$ cat src/rtl/pesd_pkg.sv
// constants, carriers and enumerations for the performance event selection decoder
`default_nettype none

package pesd_pkg;

   // widths of the selection fields and of the per-cycle occurrence counts
   localparam int EVT_W = 8;                       // event number width
   localparam int MASK_W = 8;                      // qualifier mask width
   localparam int SRC_W = 3;                       // width of a per-cycle occurrence count
   localparam int NUM_PORTS = 6;                   // issue ports that dispatch micro-ops
   localparam int PORT_IDX_W = 3;                  // width of an issue port index

   // event numbers understood by the decoder
   localparam logic [EVT_W-1:0] EVT_IDLE = 8'h00;        // no event selected
   localparam logic [EVT_W-1:0] EVT_PORT_DISP = 8'hA1;   // port dispatch cycles
   localparam logic [EVT_W-1:0] EVT_MACRO_DEC = 8'hAA;   // instruction decode group
   localparam logic [EVT_W-1:0] EVT_STACK = 8'hAB;       // stack pointer group
   localparam logic [EVT_W-1:0] EVT_VEC_ALL = 8'hB0;     // vector micro-ops, stores excluded
   localparam logic [EVT_W-1:0] EVT_VEC_SAT = 8'hB1;     // saturating vector micro-ops
   localparam logic [EVT_W-1:0] EVT_VEC_TYPE = 8'hB3;    // vector micro-op type group

   // qualifier masks
   localparam logic [MASK_W-1:0] MASK_NONE = 8'h00;      // event takes no qualifier
   localparam logic [MASK_W-1:0] MASK_PORT0 = 8'h01;     // port 0, shifted left per port
   localparam logic [MASK_W-1:0] MASK_DEC_ALL = 8'h01;   // every instruction decoded
   localparam logic [MASK_W-1:0] MASK_DEC_CISC = 8'h08;  // complex instructions decoded
   localparam logic [MASK_W-1:0] MASK_SP_SYNC = 8'h01;   // stack pointer synchronisation
   localparam logic [MASK_W-1:0] MASK_SP_ADD = 8'h02;    // decoder stack pointer additions
   localparam logic [MASK_W-1:0] MASK_VEC_MUL = 8'h01;   // packed multiply
   localparam logic [MASK_W-1:0] MASK_VEC_SHIFT = 8'h02; // packed shift
   localparam logic [MASK_W-1:0] MASK_VEC_PACK = 8'h04;  // pack

   // class of occurrence that a selection counts
   typedef enum logic [3:0] {
      CLS_IDLE,
      CLS_NONE,
      CLS_PORT,
      CLS_DEC,
      CLS_CISC,
      CLS_SP_SYNC,
      CLS_SP_ADD,
      CLS_VEC_ALL,
      CLS_VEC_SAT,
      CLS_VEC_MUL,
      CLS_VEC_SHIFT,
      CLS_VEC_PACK
   } pesd_class_e;

   // one counter's programmed selection
   typedef struct packed {
      logic [EVT_W-1:0] evt;                       // event number
      logic [MASK_W-1:0] mask;                     // qualifier mask
   } pesd_sel_s;

   // occurrences reported by the pipeline in the current cycle
   typedef struct packed {
      logic [NUM_PORTS-1:0] port_dispatch_cycles;  // one bit per issue port
      logic [SRC_W-1:0] insts_decoded;             // instructions decoded
      logic complex_insts_decoded_count;           // a complex instruction decoded
      logic [SRC_W-1:0] stack_ptr_sync_count;      // stack pointer synchronisations
      logic [SRC_W-1:0] stack_ptr_auto_add_count;  // decoder stack pointer additions
      logic [SRC_W-1:0] vector_uops_executed;      // vector micro-ops, stores excluded
      logic [SRC_W-1:0] vector_saturating_uops;    // saturating vector micro-ops
      logic [SRC_W-1:0] vector_multiply_uops;      // packed multiply micro-ops
      logic [SRC_W-1:0] vector_shift_uops;         // packed shift micro-ops
      logic [SRC_W-1:0] vector_pack_uops;          // pack micro-ops
   } pesd_src_s;

   // result of matching one selection against the table
   typedef struct packed {
      pesd_class_e cls;                            // occurrence class to count
      logic [PORT_IDX_W-1:0] port;                 // issue port for port dispatch
      logic bad;                                   // selection unlisted or not allowed
   } pesd_match_s;

endpackage

`default_nettype wire

$ cat src/rtl/pesd_selmatch.sv
// table match of one counter's event selection
`timescale 1ns/100ps
`default_nettype none

module pesd_selmatch (
   input wire pesd_pkg::pesd_sel_s sel,            // programmed selection
   input wire logic on_cnt_zero,                   // this is programmable counter zero
   output var pesd_pkg::pesd_match_s match         // class, port and legality
);

   // walk the event table; anything not listed counts nothing
   always_comb begin
      match = '{cls: pesd_pkg::CLS_NONE, port: '0, bad: 1'b1};
      unique case (sel.evt)
         pesd_pkg::EVT_IDLE: begin
            // counter parked, not an error
            match.cls = pesd_pkg::CLS_IDLE;
            match.bad = 1'b0;
         end
         pesd_pkg::EVT_PORT_DISP: begin
            // one mask bit names one port
            for (int p = 0; p < pesd_pkg::NUM_PORTS; p++) begin
               if (sel.mask == (pesd_pkg::MASK_PORT0 << p)) begin
                  match.cls = pesd_pkg::CLS_PORT;
                  match.port = p[pesd_pkg::PORT_IDX_W-1:0];
                  match.bad = 1'b0;
               end
            end
            // port dispatch refused off counter zero
            if (!on_cnt_zero) begin
               match.cls = pesd_pkg::CLS_NONE;
               match.bad = 1'b1;
            end
         end
         pesd_pkg::EVT_MACRO_DEC: begin
            if (sel.mask == pesd_pkg::MASK_DEC_ALL) begin
               match.cls = pesd_pkg::CLS_DEC;
               match.bad = 1'b0;
            end else if (sel.mask == pesd_pkg::MASK_DEC_CISC) begin
               match.cls = pesd_pkg::CLS_CISC;
               match.bad = 1'b0;
            end
         end
         pesd_pkg::EVT_STACK: begin
            if (sel.mask == pesd_pkg::MASK_SP_SYNC) begin
               match.cls = pesd_pkg::CLS_SP_SYNC;
               match.bad = 1'b0;
            end else if (sel.mask == pesd_pkg::MASK_SP_ADD) begin
               match.cls = pesd_pkg::CLS_SP_ADD;
               match.bad = 1'b0;
            end
         end
         pesd_pkg::EVT_VEC_ALL: begin
            if (sel.mask == pesd_pkg::MASK_NONE) begin
               match.cls = pesd_pkg::CLS_VEC_ALL;
               match.bad = 1'b0;
            end
         end
         pesd_pkg::EVT_VEC_SAT: begin
            if (sel.mask == pesd_pkg::MASK_NONE) begin
               match.cls = pesd_pkg::CLS_VEC_SAT;
               match.bad = 1'b0;
            end
         end
         pesd_pkg::EVT_VEC_TYPE: begin
            if (sel.mask == pesd_pkg::MASK_VEC_MUL) begin
               match.cls = pesd_pkg::CLS_VEC_MUL;
               match.bad = 1'b0;
            end else if (sel.mask == pesd_pkg::MASK_VEC_SHIFT) begin
               match.cls = pesd_pkg::CLS_VEC_SHIFT;
               match.bad = 1'b0;
            end else if (sel.mask == pesd_pkg::MASK_VEC_PACK) begin
               match.cls = pesd_pkg::CLS_VEC_PACK;
               match.bad = 1'b0;
            end
         end
         default: begin
            // unlisted event keeps the default no-count answer
            match.bad = 1'b1;
         end
      endcase
   end

endmodule

`default_nettype wire

$ cat src/rtl/pesd_decode.sv
// performance event selection decoder: selection to per-cycle counter increment
//
// Behaviour
// - event A1H masks 01H-20H pick ports 0-5
// - port dispatch adds one per dispatching cycle
// - port dispatch selections valid on counter zero
// - AAH/01H counts every instruction decoded
// - AAH/08H counts complex instructions decoded
// - ABH/01H counts stack pointer synchronisations
// - ABH/02H counts decoder stack pointer additions
// - B0H/00H counts vector micro-ops, stores excluded
// - B1H/00H counts saturating vector micro-ops
// - B3H masks 01H/02H/04H: multiply, shift, pack
`timescale 1ns/100ps
`default_nettype none

module pesd_decode #(
   parameter int NUM_CNT = 2                       // programmable counters served
) (
   input wire logic ref_clk,                       // core clock, 200 MHz
   input wire logic rst,                           // asynchronous reset, active high
   input wire pesd_pkg::pesd_sel_s [NUM_CNT-1:0] sel_in, // new selection per counter
   input wire logic [NUM_CNT-1:0] sel_load,        // take sel_in for that counter
   input wire logic [NUM_CNT-1:0] cnt_enable,      // counter is counting
   input wire pesd_pkg::pesd_src_s src,            // pipeline occurrences this cycle
   output logic [NUM_CNT-1:0][pesd_pkg::SRC_W-1:0] cnt_inc_q, // amount to add
   output logic [NUM_CNT-1:0] cnt_hit_q,           // amount to add is non-zero
   output logic [NUM_CNT-1:0] sel_bad_q,           // selection unlisted or refused
   output var pesd_pkg::pesd_sel_s [NUM_CNT-1:0] sel_q // selection now in force
);

   // complete state of the decoder
   typedef struct packed {
      pesd_pkg::pesd_sel_s [NUM_CNT-1:0] sel;      // selection in force per counter
      logic [NUM_CNT-1:0][pesd_pkg::SRC_W-1:0] inc; // registered increment
      logic [NUM_CNT-1:0] hit;                     // registered non-zero flag
      logic [NUM_CNT-1:0] bad;                     // registered refusal flag
   } pesd_state_s;

   pesd_state_s st_q;                              // registered state
   pesd_state_s st_d;                              // next state
   pesd_pkg::pesd_match_s [NUM_CNT-1:0] match;     // table match per counter

   // pick the occurrence count for one match
   function automatic logic [pesd_pkg::SRC_W-1:0] pick(
      input pesd_pkg::pesd_match_s m,
      input pesd_pkg::pesd_src_s s
   );
      logic [pesd_pkg::SRC_W-1:0] v;
      v = '0;
      unique case (m.cls)
         pesd_pkg::CLS_IDLE: begin
            // parked counter adds nothing
            v = '0;
         end
         pesd_pkg::CLS_NONE: begin
            v = '0;
         end
         pesd_pkg::CLS_PORT: begin
            // one per cycle, at most one micro-op per port
            v = {{(pesd_pkg::SRC_W-1){1'b0}}, s.port_dispatch_cycles[m.port]};
         end
         pesd_pkg::CLS_DEC: begin
            v = s.insts_decoded;
         end
         pesd_pkg::CLS_CISC: begin
            // only one complex decode per cycle
            v = {{(pesd_pkg::SRC_W-1){1'b0}}, s.complex_insts_decoded_count};
         end
         pesd_pkg::CLS_SP_SYNC: begin
            v = s.stack_ptr_sync_count;
         end
         pesd_pkg::CLS_SP_ADD: begin
            v = s.stack_ptr_auto_add_count;
         end
         pesd_pkg::CLS_VEC_ALL: begin
            // source already leaves out register-to-memory moves
            v = s.vector_uops_executed;
         end
         pesd_pkg::CLS_VEC_SAT: begin
            v = s.vector_saturating_uops;
         end
         pesd_pkg::CLS_VEC_MUL: begin
            v = s.vector_multiply_uops;
         end
         pesd_pkg::CLS_VEC_SHIFT: begin
            v = s.vector_shift_uops;
         end
         pesd_pkg::CLS_VEC_PACK: begin
            v = s.vector_pack_uops;
         end
      endcase
      return v;
   endfunction

   // one table match per counter, counter zero alone may count ports
   for (genvar g = 0; g < NUM_CNT; g++) begin : g_match
      pesd_selmatch u_match (
         .sel(st_q.sel[g]),
         .on_cnt_zero(g == 0),
         .match(match[g])
      );
   end

   // next state: load selections, compute increments
   always_comb begin
      st_d = st_q;
      for (int i = 0; i < NUM_CNT; i++) begin
         // a new selection takes effect from the next cycle
         if (sel_load[i]) begin
            st_d.sel[i] = sel_in[i];
         end
         // add this cycle's occurrences of the selected class
         if (cnt_enable[i]) begin
            st_d.inc[i] = pick(match[i], src);
         end else begin
            // stopped counter sees nothing
            st_d.inc[i] = '0;
         end
         st_d.hit[i] = (st_d.inc[i] != '0);
         // refusal shown whether or not counting
         st_d.bad[i] = match[i].bad;
      end
   end

   // state register
   always_ff @(posedge ref_clk or posedge rst) begin
      if (rst) begin
         st_q <= '0;
      end else begin
         st_q <= st_d;
      end
   end

   // outputs come straight from the state register
   assign cnt_inc_q = st_q.inc;
   assign cnt_hit_q = st_q.hit;
   assign sel_bad_q = st_q.bad;
   assign sel_q = st_q.sel;

endmodule

`default_nettype wire

$ cat config.mk
export PLATFORM = sky130hd
export DESIGN_NAME = pesd_decode
export DESIGN_NICKNAME = d
export VERILOG_FILES = /design/src/rtl/pesd_pkg.sv /design/src/rtl/pesd_selmatch.sv /design/src/rtl/pesd_decode.sv
export SDC_FILE = /design/constraint.sdc
export NUM_CORES = 1
export LEC_CHECK = 0
export CORE_MARGIN = 3
export CORE_UTILIZATION = 59
export CTS_CLUSTER_SIZE = 20
export DETAILED_ROUTE_END_ITERATION = 7
export DONT_BUFFER_PORTS = 1
export PLACE_DENSITY = 0.74
export SLEW_MARGIN = 20
export SYNTH_ARGS = -nofsm -noshare
export SYNTH_HDL_FRONTEND = slang
export SYNTH_SLANG_ARGS = --single-unit
$ cat constraint.sdc
create_clock -name ref_clk -period 4.8 [get_ports ref_clk]
set_clock_uncertainty 0.15 [all_clocks]
set_input_delay 0.96 -clock ref_clk [delete_from_list [all_inputs] [get_ports ref_clk]]
set_output_delay 0.96 -clock ref_clk [all_outputs]
set_load 0.01 [all_outputs]
==> results of run 1 <==
area by class of cell:
cell class | instances | area (µm²)
Clock buffer | 5 | 68.8
Clock inverter | 3 | 48.8
Fill cell | 400 | 1720
Inverter | 7 | 26.3
Multi-Input combinational cell | 239 | 1820
Sequential cell | 42 | 1050
Tap cell | 67 | 83.8
through the flow:
stage / total power [mW] / hold WS [ps] / area [µm²]
floorplan: 0.556 / 414 / 2990
global route: 0.908 / 484 / 3100
detailed placement: 0.576 / 441 / 2980
global placement: 0.571 / 436 / 2980
finish: 0.859 / 457 / 3100
CTS: 0.872 / 461 / 3100
cell usage after synthesis (all sizes together), types with 3 or more instances:
library cell / n / area, µm²
dfrtp: 42 / 1050
mux2: 28 / 315
nand2: 22 / 82.6
nor2: 21 / 83.8
o21ai: 18 / 90.1
nor3: 10 / 50.1
clkbuf: 9 / 33.8
buf: 8 / 53.8
or4: 8 / 71.3
inv: 7 / 26.3
nand3: 7 / 35.0
nor4: 7 / 77.6
a222oi: 6 / 60.1
a31oi: 6 / 37.5
and3: 6 / 40.0
nand2b: 6 / 37.5
nor4b: 6 / 88.8
or3: 6 / 42.5
a211oi: 5 / 42.5
a21oi: 4 / 23.8
a41oi: 4 / 35.0
and3b: 4 / 35.0
nand3b: 4 / 30.0
nor2b: 4 / 25.0
nor3b: 4 / 35.0
xnor2: 4 / 35.0
and2: 3 / 21.3
o211ai: 3 / 27.5
o31ai: 3 / 22.5
xor2: 3 / 26.3
flip-flops by register name, summed over array words and instances, names as in the netlist:
signal	flops
sel_q	32
cnt_inc_q	6
cnt_hit_q	2
sel_bad_q	2
final timing paths:
kind                           start      endpoint  slack (ps)  cells past startpoint
setup / recovery            sel_q[4]  cnt_hit_q[0]        1100                      8
hold / removal             sel_q[20]     sel_q[20]         460                      1
setup reg to reg            sel_q[4]  cnt_hit_q[0]        1100                      8
hold reg to reg            sel_q[20]     sel_q[20]         460                      1
max in group asynchronous        rst     sel_q[19]        3400                      1
min in group asynchronous        rst     sel_q[28]         570                      1
worst max-delay path, stage by stage, from the launching register on:
cell and delay, ps:
dfrtp_1 500, nor4_2 880, a2111oi_0 330, a221oi_2 320, nor3b_2 380, nor2_2 90
a32o_1 220, a311o_1 360, or3_1 340
kinds of logic (layout without fill, tap and decap cells):
group                  Yosys count  count (layout)
buffers and inverters           24              15
AO/OA/AOI/OAI                   71              71
multiplexers                    30              30
XOR/XNOR                         7               7
AND/OR/NAND/NOR                131             131
flip-flops                      42              42
power by group through the flow:
stage / Sequential [mW] / Clock (mW) / Combinational [mW]
5_1_grt: 0.463 / 0.317 / 0.128
4_1_cts: 0.455 / 0.303 / 0.114
2_1_floorplan: 0.429 / 0 / 0.127
6_report: 0.455 / 0.290 / 0.114
3_5_place_dp: 0.462 / 0 / 0.114
3_3_place_gp: 0.459 / 0 / 0.112
cells in the final DEF (no fill, tap or decap), types with 4 or more instances in the layout:
| cell type | synthesis | routed |
|---|---|---|
| dfrtp_1 | 42 | 42 |
| mux2_2 | 28 | 28 |
| nand2_1 | 22 | 22 |
| nor2_1 | 19 | 19 |
| o21ai_0 | 17 | 17 |
| nor3_1 | 10 | 10 |
| nand3_1 | 7 | 7 |
| inv_1 | 7 | 6 |
| nand2b_1 | 6 | 6 |
| a222oi_1 | 6 | 6 |
| a31oi_1 | 6 | 6 |
| or4_1 | 5 | 5 |
| or3_1 | 5 | 5 |
| clkbuf_8 | 0 | 5 |
| nor2b_1 | 4 | 4 |
| nand3b_1 | 4 | 4 |
| xnor2_1 | 4 | 4 |
| a211oi_1 | 4 | 4 |
| and3_1 | 4 | 4 |
| a41oi_1 | 4 | 4 |
| and3b_1 | 4 | 4 |
metal layers:
layer / vias to the layer above / track usage / share of wire / wire length (µm)
met5: - / 0 / 0 / 0
met4: 0 / 0.0765 / 0.011 / 80
met3: 12 / 0.103 / 0.14 / 1030
met2: 162 / 0.364 / 0.45 / 3340
met1: 1170 / 0.333 / 0.40 / 3000
li1: 1175 / - / - / -
==> run_results.csv, run 1 <==
group,metric,value,unit
clock_network,cts_hold_buffers,0,
clock_network,ctsResizeCount,0,
synth,synthMuxAreaShare,0.112,
synth,synth_compound_area_frac,0.181,
cells_and_area,antenna_cells,0,
floorplanning,die_w,77.1,µm
synth,syn_inst,305,
route,drtIter0Drc,204,
clock_network,clk_pin_slew,90,ps
synth,synth.distinct_cells,75,
power_and_ir_drop,p_leak,1.15,nW
cells_and_area,fin_nets,364,
global_routing,antenna_found_initial,0,
timing,rsz0062_at_grt,"no",
timing,post-route-period-util,0.770,
synth,synth-simple-area-share,0.295,
global_routing,grt_pass1_wl,12200,µm
place,dp_cells,355,
synth,ys_seq_area_frac,0.352,
worst_setup_path,required,4830,ps
clock_network,cts-root-buf,"clkbuf_8",
floorplanning,pin_count,111,
route,drc_errors,0,
floorplanning,die_y,77.1,µm
synth,synth_fp_nets,374,
synth,synthArstFlopShare,1.00,
clock_network,htreeDepth,2,
cells_and_area,syn2layout_area_growth,3.81,%
worst_setup_path,cp_max_fo,12,
run,cap_viol_max_count,0,
timing,finalMaxSlewViolations,0,
route,first_pass_iters,4,
cells_and_area,stdcell_count,363,
place,port-buffer-count,0,
timing,fin_ws,1100,ps
route,vias,2519,
synth,synth_fa_ha_area_frac,0,
clock_network,worstSkewPairLatency,290,ps
power_and_ir_drop,p_seq_frac,0.530,
clock_network,clk_path_buf_depth,2,
power_and_ir_drop,pwr-share-clk,0.337,
floorplanning,fp.coreArea,4820,µm²
synth,yosys_warnings,0,
timing,max_freq,270,MHz
place,finalWeightedCongestion,0.947,
floorplanning,dieArea,5950,µm²
worst_setup_path,crit_path_end_kind,"register",
status,status,"finished, final reports clean",
synth,synth_top_family_by_area,"simple AND/OR/NAND/NOR gates",
synth,synth_area,2990,µm²
timing,tightest_slew,1010,ps
synth,synth_edf_count,0,
power_and_ir_drop,switchingPower,0.259,mW
power_and_ir_drop,p_per_area,277,nW/µm²
global_routing,grt_use_total,0.248,
timing,hold_violations,0,
global_routing,grt_pass1_vias,2425,
timing,slew-limit-headroom,0.322,
power_and_ir_drop,ir_drop,179,µV
global_routing,grt_max_degree,43,
place,dpl.hpwl,5640,µm
cells_and_area,drive_above_1_share,0.216,
floorplanning,start_util,0.620,
synth,avgSynthCellArea,9.79,µm²
place,dp_slack,1140,ps
clock_network,clock_sinks,42,
timing,setup_viol,0,
timing,period_needed,3700,ps
route,ant_nets,0,
worst_setup_path,critical_path_class,"register to register",
worst_setup_path,critPathArrivalTime,3730,ps
worst_hold_path,hold_path_class,"register to register",
cells_and_area,fin_util,0.643,
power_and_ir_drop,comb_power_share,0.133,
power_and_ir_drop,p_sw_frac,0.302,
route,wl_per_cell,20.5,µm
route,routed_wl,7450,µm
synth,synthXorXnorAreaFrac,0.0205,
global_routing,globalRoute.totalOverflow,0,
power_and_ir_drop,intPower,0.599,mW
clock_network,postCtsSetupRepairBufs,0,
timing,tns,0,ps
route,via_per_inst,6.94,
clock_network,cts_buffers,5,
clock_network,cts_tree,"done",
floorplanning,fp-row-count,25,
worst_setup_path,startpoint_type,"register",
synth,synth_seq_cells,42,
synth,ys.flop_type,"dfrtp_1",
(Power assumes the default switching activity.)
==> inputs of run 2 (changes only) <==
==> constraint.sdc (replaced) <==
create_clock -name ref_clk -period 3.8 [get_ports ref_clk]
set_clock_uncertainty 0.15 [all_clocks]
set_input_delay 0.76 -clock ref_clk [delete_from_list [all_inputs] [get_ports ref_clk]]
set_output_delay 0.76 -clock ref_clk [all_outputs]
set_load 0.01 [all_outputs]
==> run_results.csv, run 2 (synthesis gave the netlist of run 1 again) <==
group,metric,value,unit
clock_network,clock_sinks,42,
clock_network,htreeDepth,2,
timing,finalMaxSlewViolations,0,
cells_and_area,final_common_cell,"dfrtp_1",
clock_network,cts-root-buf,"clkbuf_8",
timing,rsz0062_at_grt,"no",
cells_and_area,syn2layout_area_growth,5.62,%
clock_network,cts_hold_buffers,0,
clock_network,worstSkewPairLatency,290,ps
timing,post-route-period-util,0.879,
timing,tns,0,ps
global_routing,globalRoute.totalOverflow,0,
clock_network,clk_path_buf_depth,2,
worst_setup_path,cp_cell_sequence,"nor4_4 > nand4_1 > a221oi_2 > nor3b_2 > nor2_2 > a32o_1 > a311o_1 > or3_1",
floorplanning,dieArea,5950,µm²
global_routing,antenna_found_initial,0,
worst_setup_path,critPathTopFamily,"simple AND/OR/NAND/NOR gates",
worst_setup_path,required,3820,ps
timing,slew-limit-headroom,0.429,
worst_setup_path,cp_max_fo,9,
global_routing,grt_pass1_vias,2469,
worst_setup_path,startpoint_type,"register",
status,status,"finished, final reports clean",
worst_setup_path,max_stage_delay,600,ps
place,port-buffer-count,0,
timing,hold_violations,0,
power_and_ir_drop,p_leak,1.18,nW
timing,period_needed,3340,ps
worst_setup_path,crit_slowest_cell,"nor4_4",
clock_network,ctsResizeCount,0,
cells_and_area,drive_above_1_share,0.232,
worst_hold_path,hold_path_class,"primary input to async pin",
clock_network,cts_buffers,5,
place,finalWeightedCongestion,1.01,
worst_setup_path,critPathBufInv,0,
floorplanning,die_y,77.1,µm
route,wl_per_cell,20.2,µm
cells_and_area,largest_register_ffs,32,
power_and_ir_drop,p_per_area,346,nW/µm²
place,dpl.hpwl,5690,µm
cells_and_area,antenna_cells,0,
route,drc_errors,0,
route,first_pass_iters,5,
route,vias,2517,
timing,setup_viol,0,
floorplanning,pin_count,111,
floorplanning,start_util,0.620,
floorplanning,die_w,77.1,µm
route,routed_wl,7450,µm
clock_network,cts_tree,"done",
global_routing,grt_max_degree,43,
timing,tightest_slew,856,ps
global_routing,grt_pass1_wl,12200,µm
floorplanning,fp.coreArea,4820,µm²
worst_setup_path,critical_path_class,"register to register",
run,cap_viol_max_count,0,
global_routing,grt_use_total,0.247,
route,drtIter0Drc,133,
timing,max_freq,299,MHz
floorplanning,fp-row-count,25,
place,dp_cells,361,
route,via_per_inst,6.82,
cells_and_area,stdcell_count,369,
clock_network,postCtsSetupRepairBufs,0,
route,ant_nets,0,
worst_setup_path,critPathArrivalTime,3370,ps
power_and_ir_drop,ir_drop,231,µV
cells_and_area,fin_nets,370,
cells_and_area,layout_common_cells,"dfrtp_1 (42), mux2_2 (28), nand2_1 (22)",
clock_network,clk_pin_slew,90,ps
worst_setup_path,crit_path_end_kind,"register",
[run 2: layer usage]
layer | global-route usage | wire length [µm]
met4 | 0.0623 | 66
met3 | 0.109 | 965
met2 | 0.364 | 3410
met1 | 0.332 | 3000
met5 | 0 | 0
[run 2: layout make-up]
| type | instances | area [µm²] |
|---|---|---|
| inverter | 7 | 26.3 |
| multi-input combinational | 239 | 1830 |
| sequential | 42 | 1050 |
| timing repair buffer | 6 | 45.0 |
| fill | 414 | 1660 |
| tap | 67 | 83.8 |
| clock buffer | 5 | 68.8 |
| clock inverter | 3 | 48.8 |
[run 2: final timing paths]
check | start | cells after the start | slack [ps] | to
setup / recovery | sel_q[5] | 8 | 460 | cnt_hit_q[0]
hold / removal | rst | 1 | 370 | sel_q[21]
setup reg to reg | sel_q[5] | 8 | 460 | cnt_hit_q[0]
hold reg to reg | sel_q[23] | 1 | 460 | sel_q[23]
max in group asynchronous | rst | 1 | 2600 | cnt_hit_q[1]
min in group ref_clk | sel_load[0] | 1 | 400 | sel_q[12]
[run 2: per-stage QoR]
step                      setup WS (ps)  utilization  hold WS, ps  power (mW)  cell area [µm²]
after global placement              427        0.628          436       0.728             3030
final                               458        0.655          366        1.09             3150
after floorplan                     891            -          414       0.703             2990
after global routing                220        0.655          405        1.16             3150
after detailed placement            307        0.628          445       0.734             3030
after CTS                           274        0.653          391        1.10             3140
[run 2: where the power goes]
group | internal, mW | switching [mW]
Combinational | 0.0826 | 0.0763
Clock | 0.200 | 0.165
Sequential | 0.480 | 0.0874
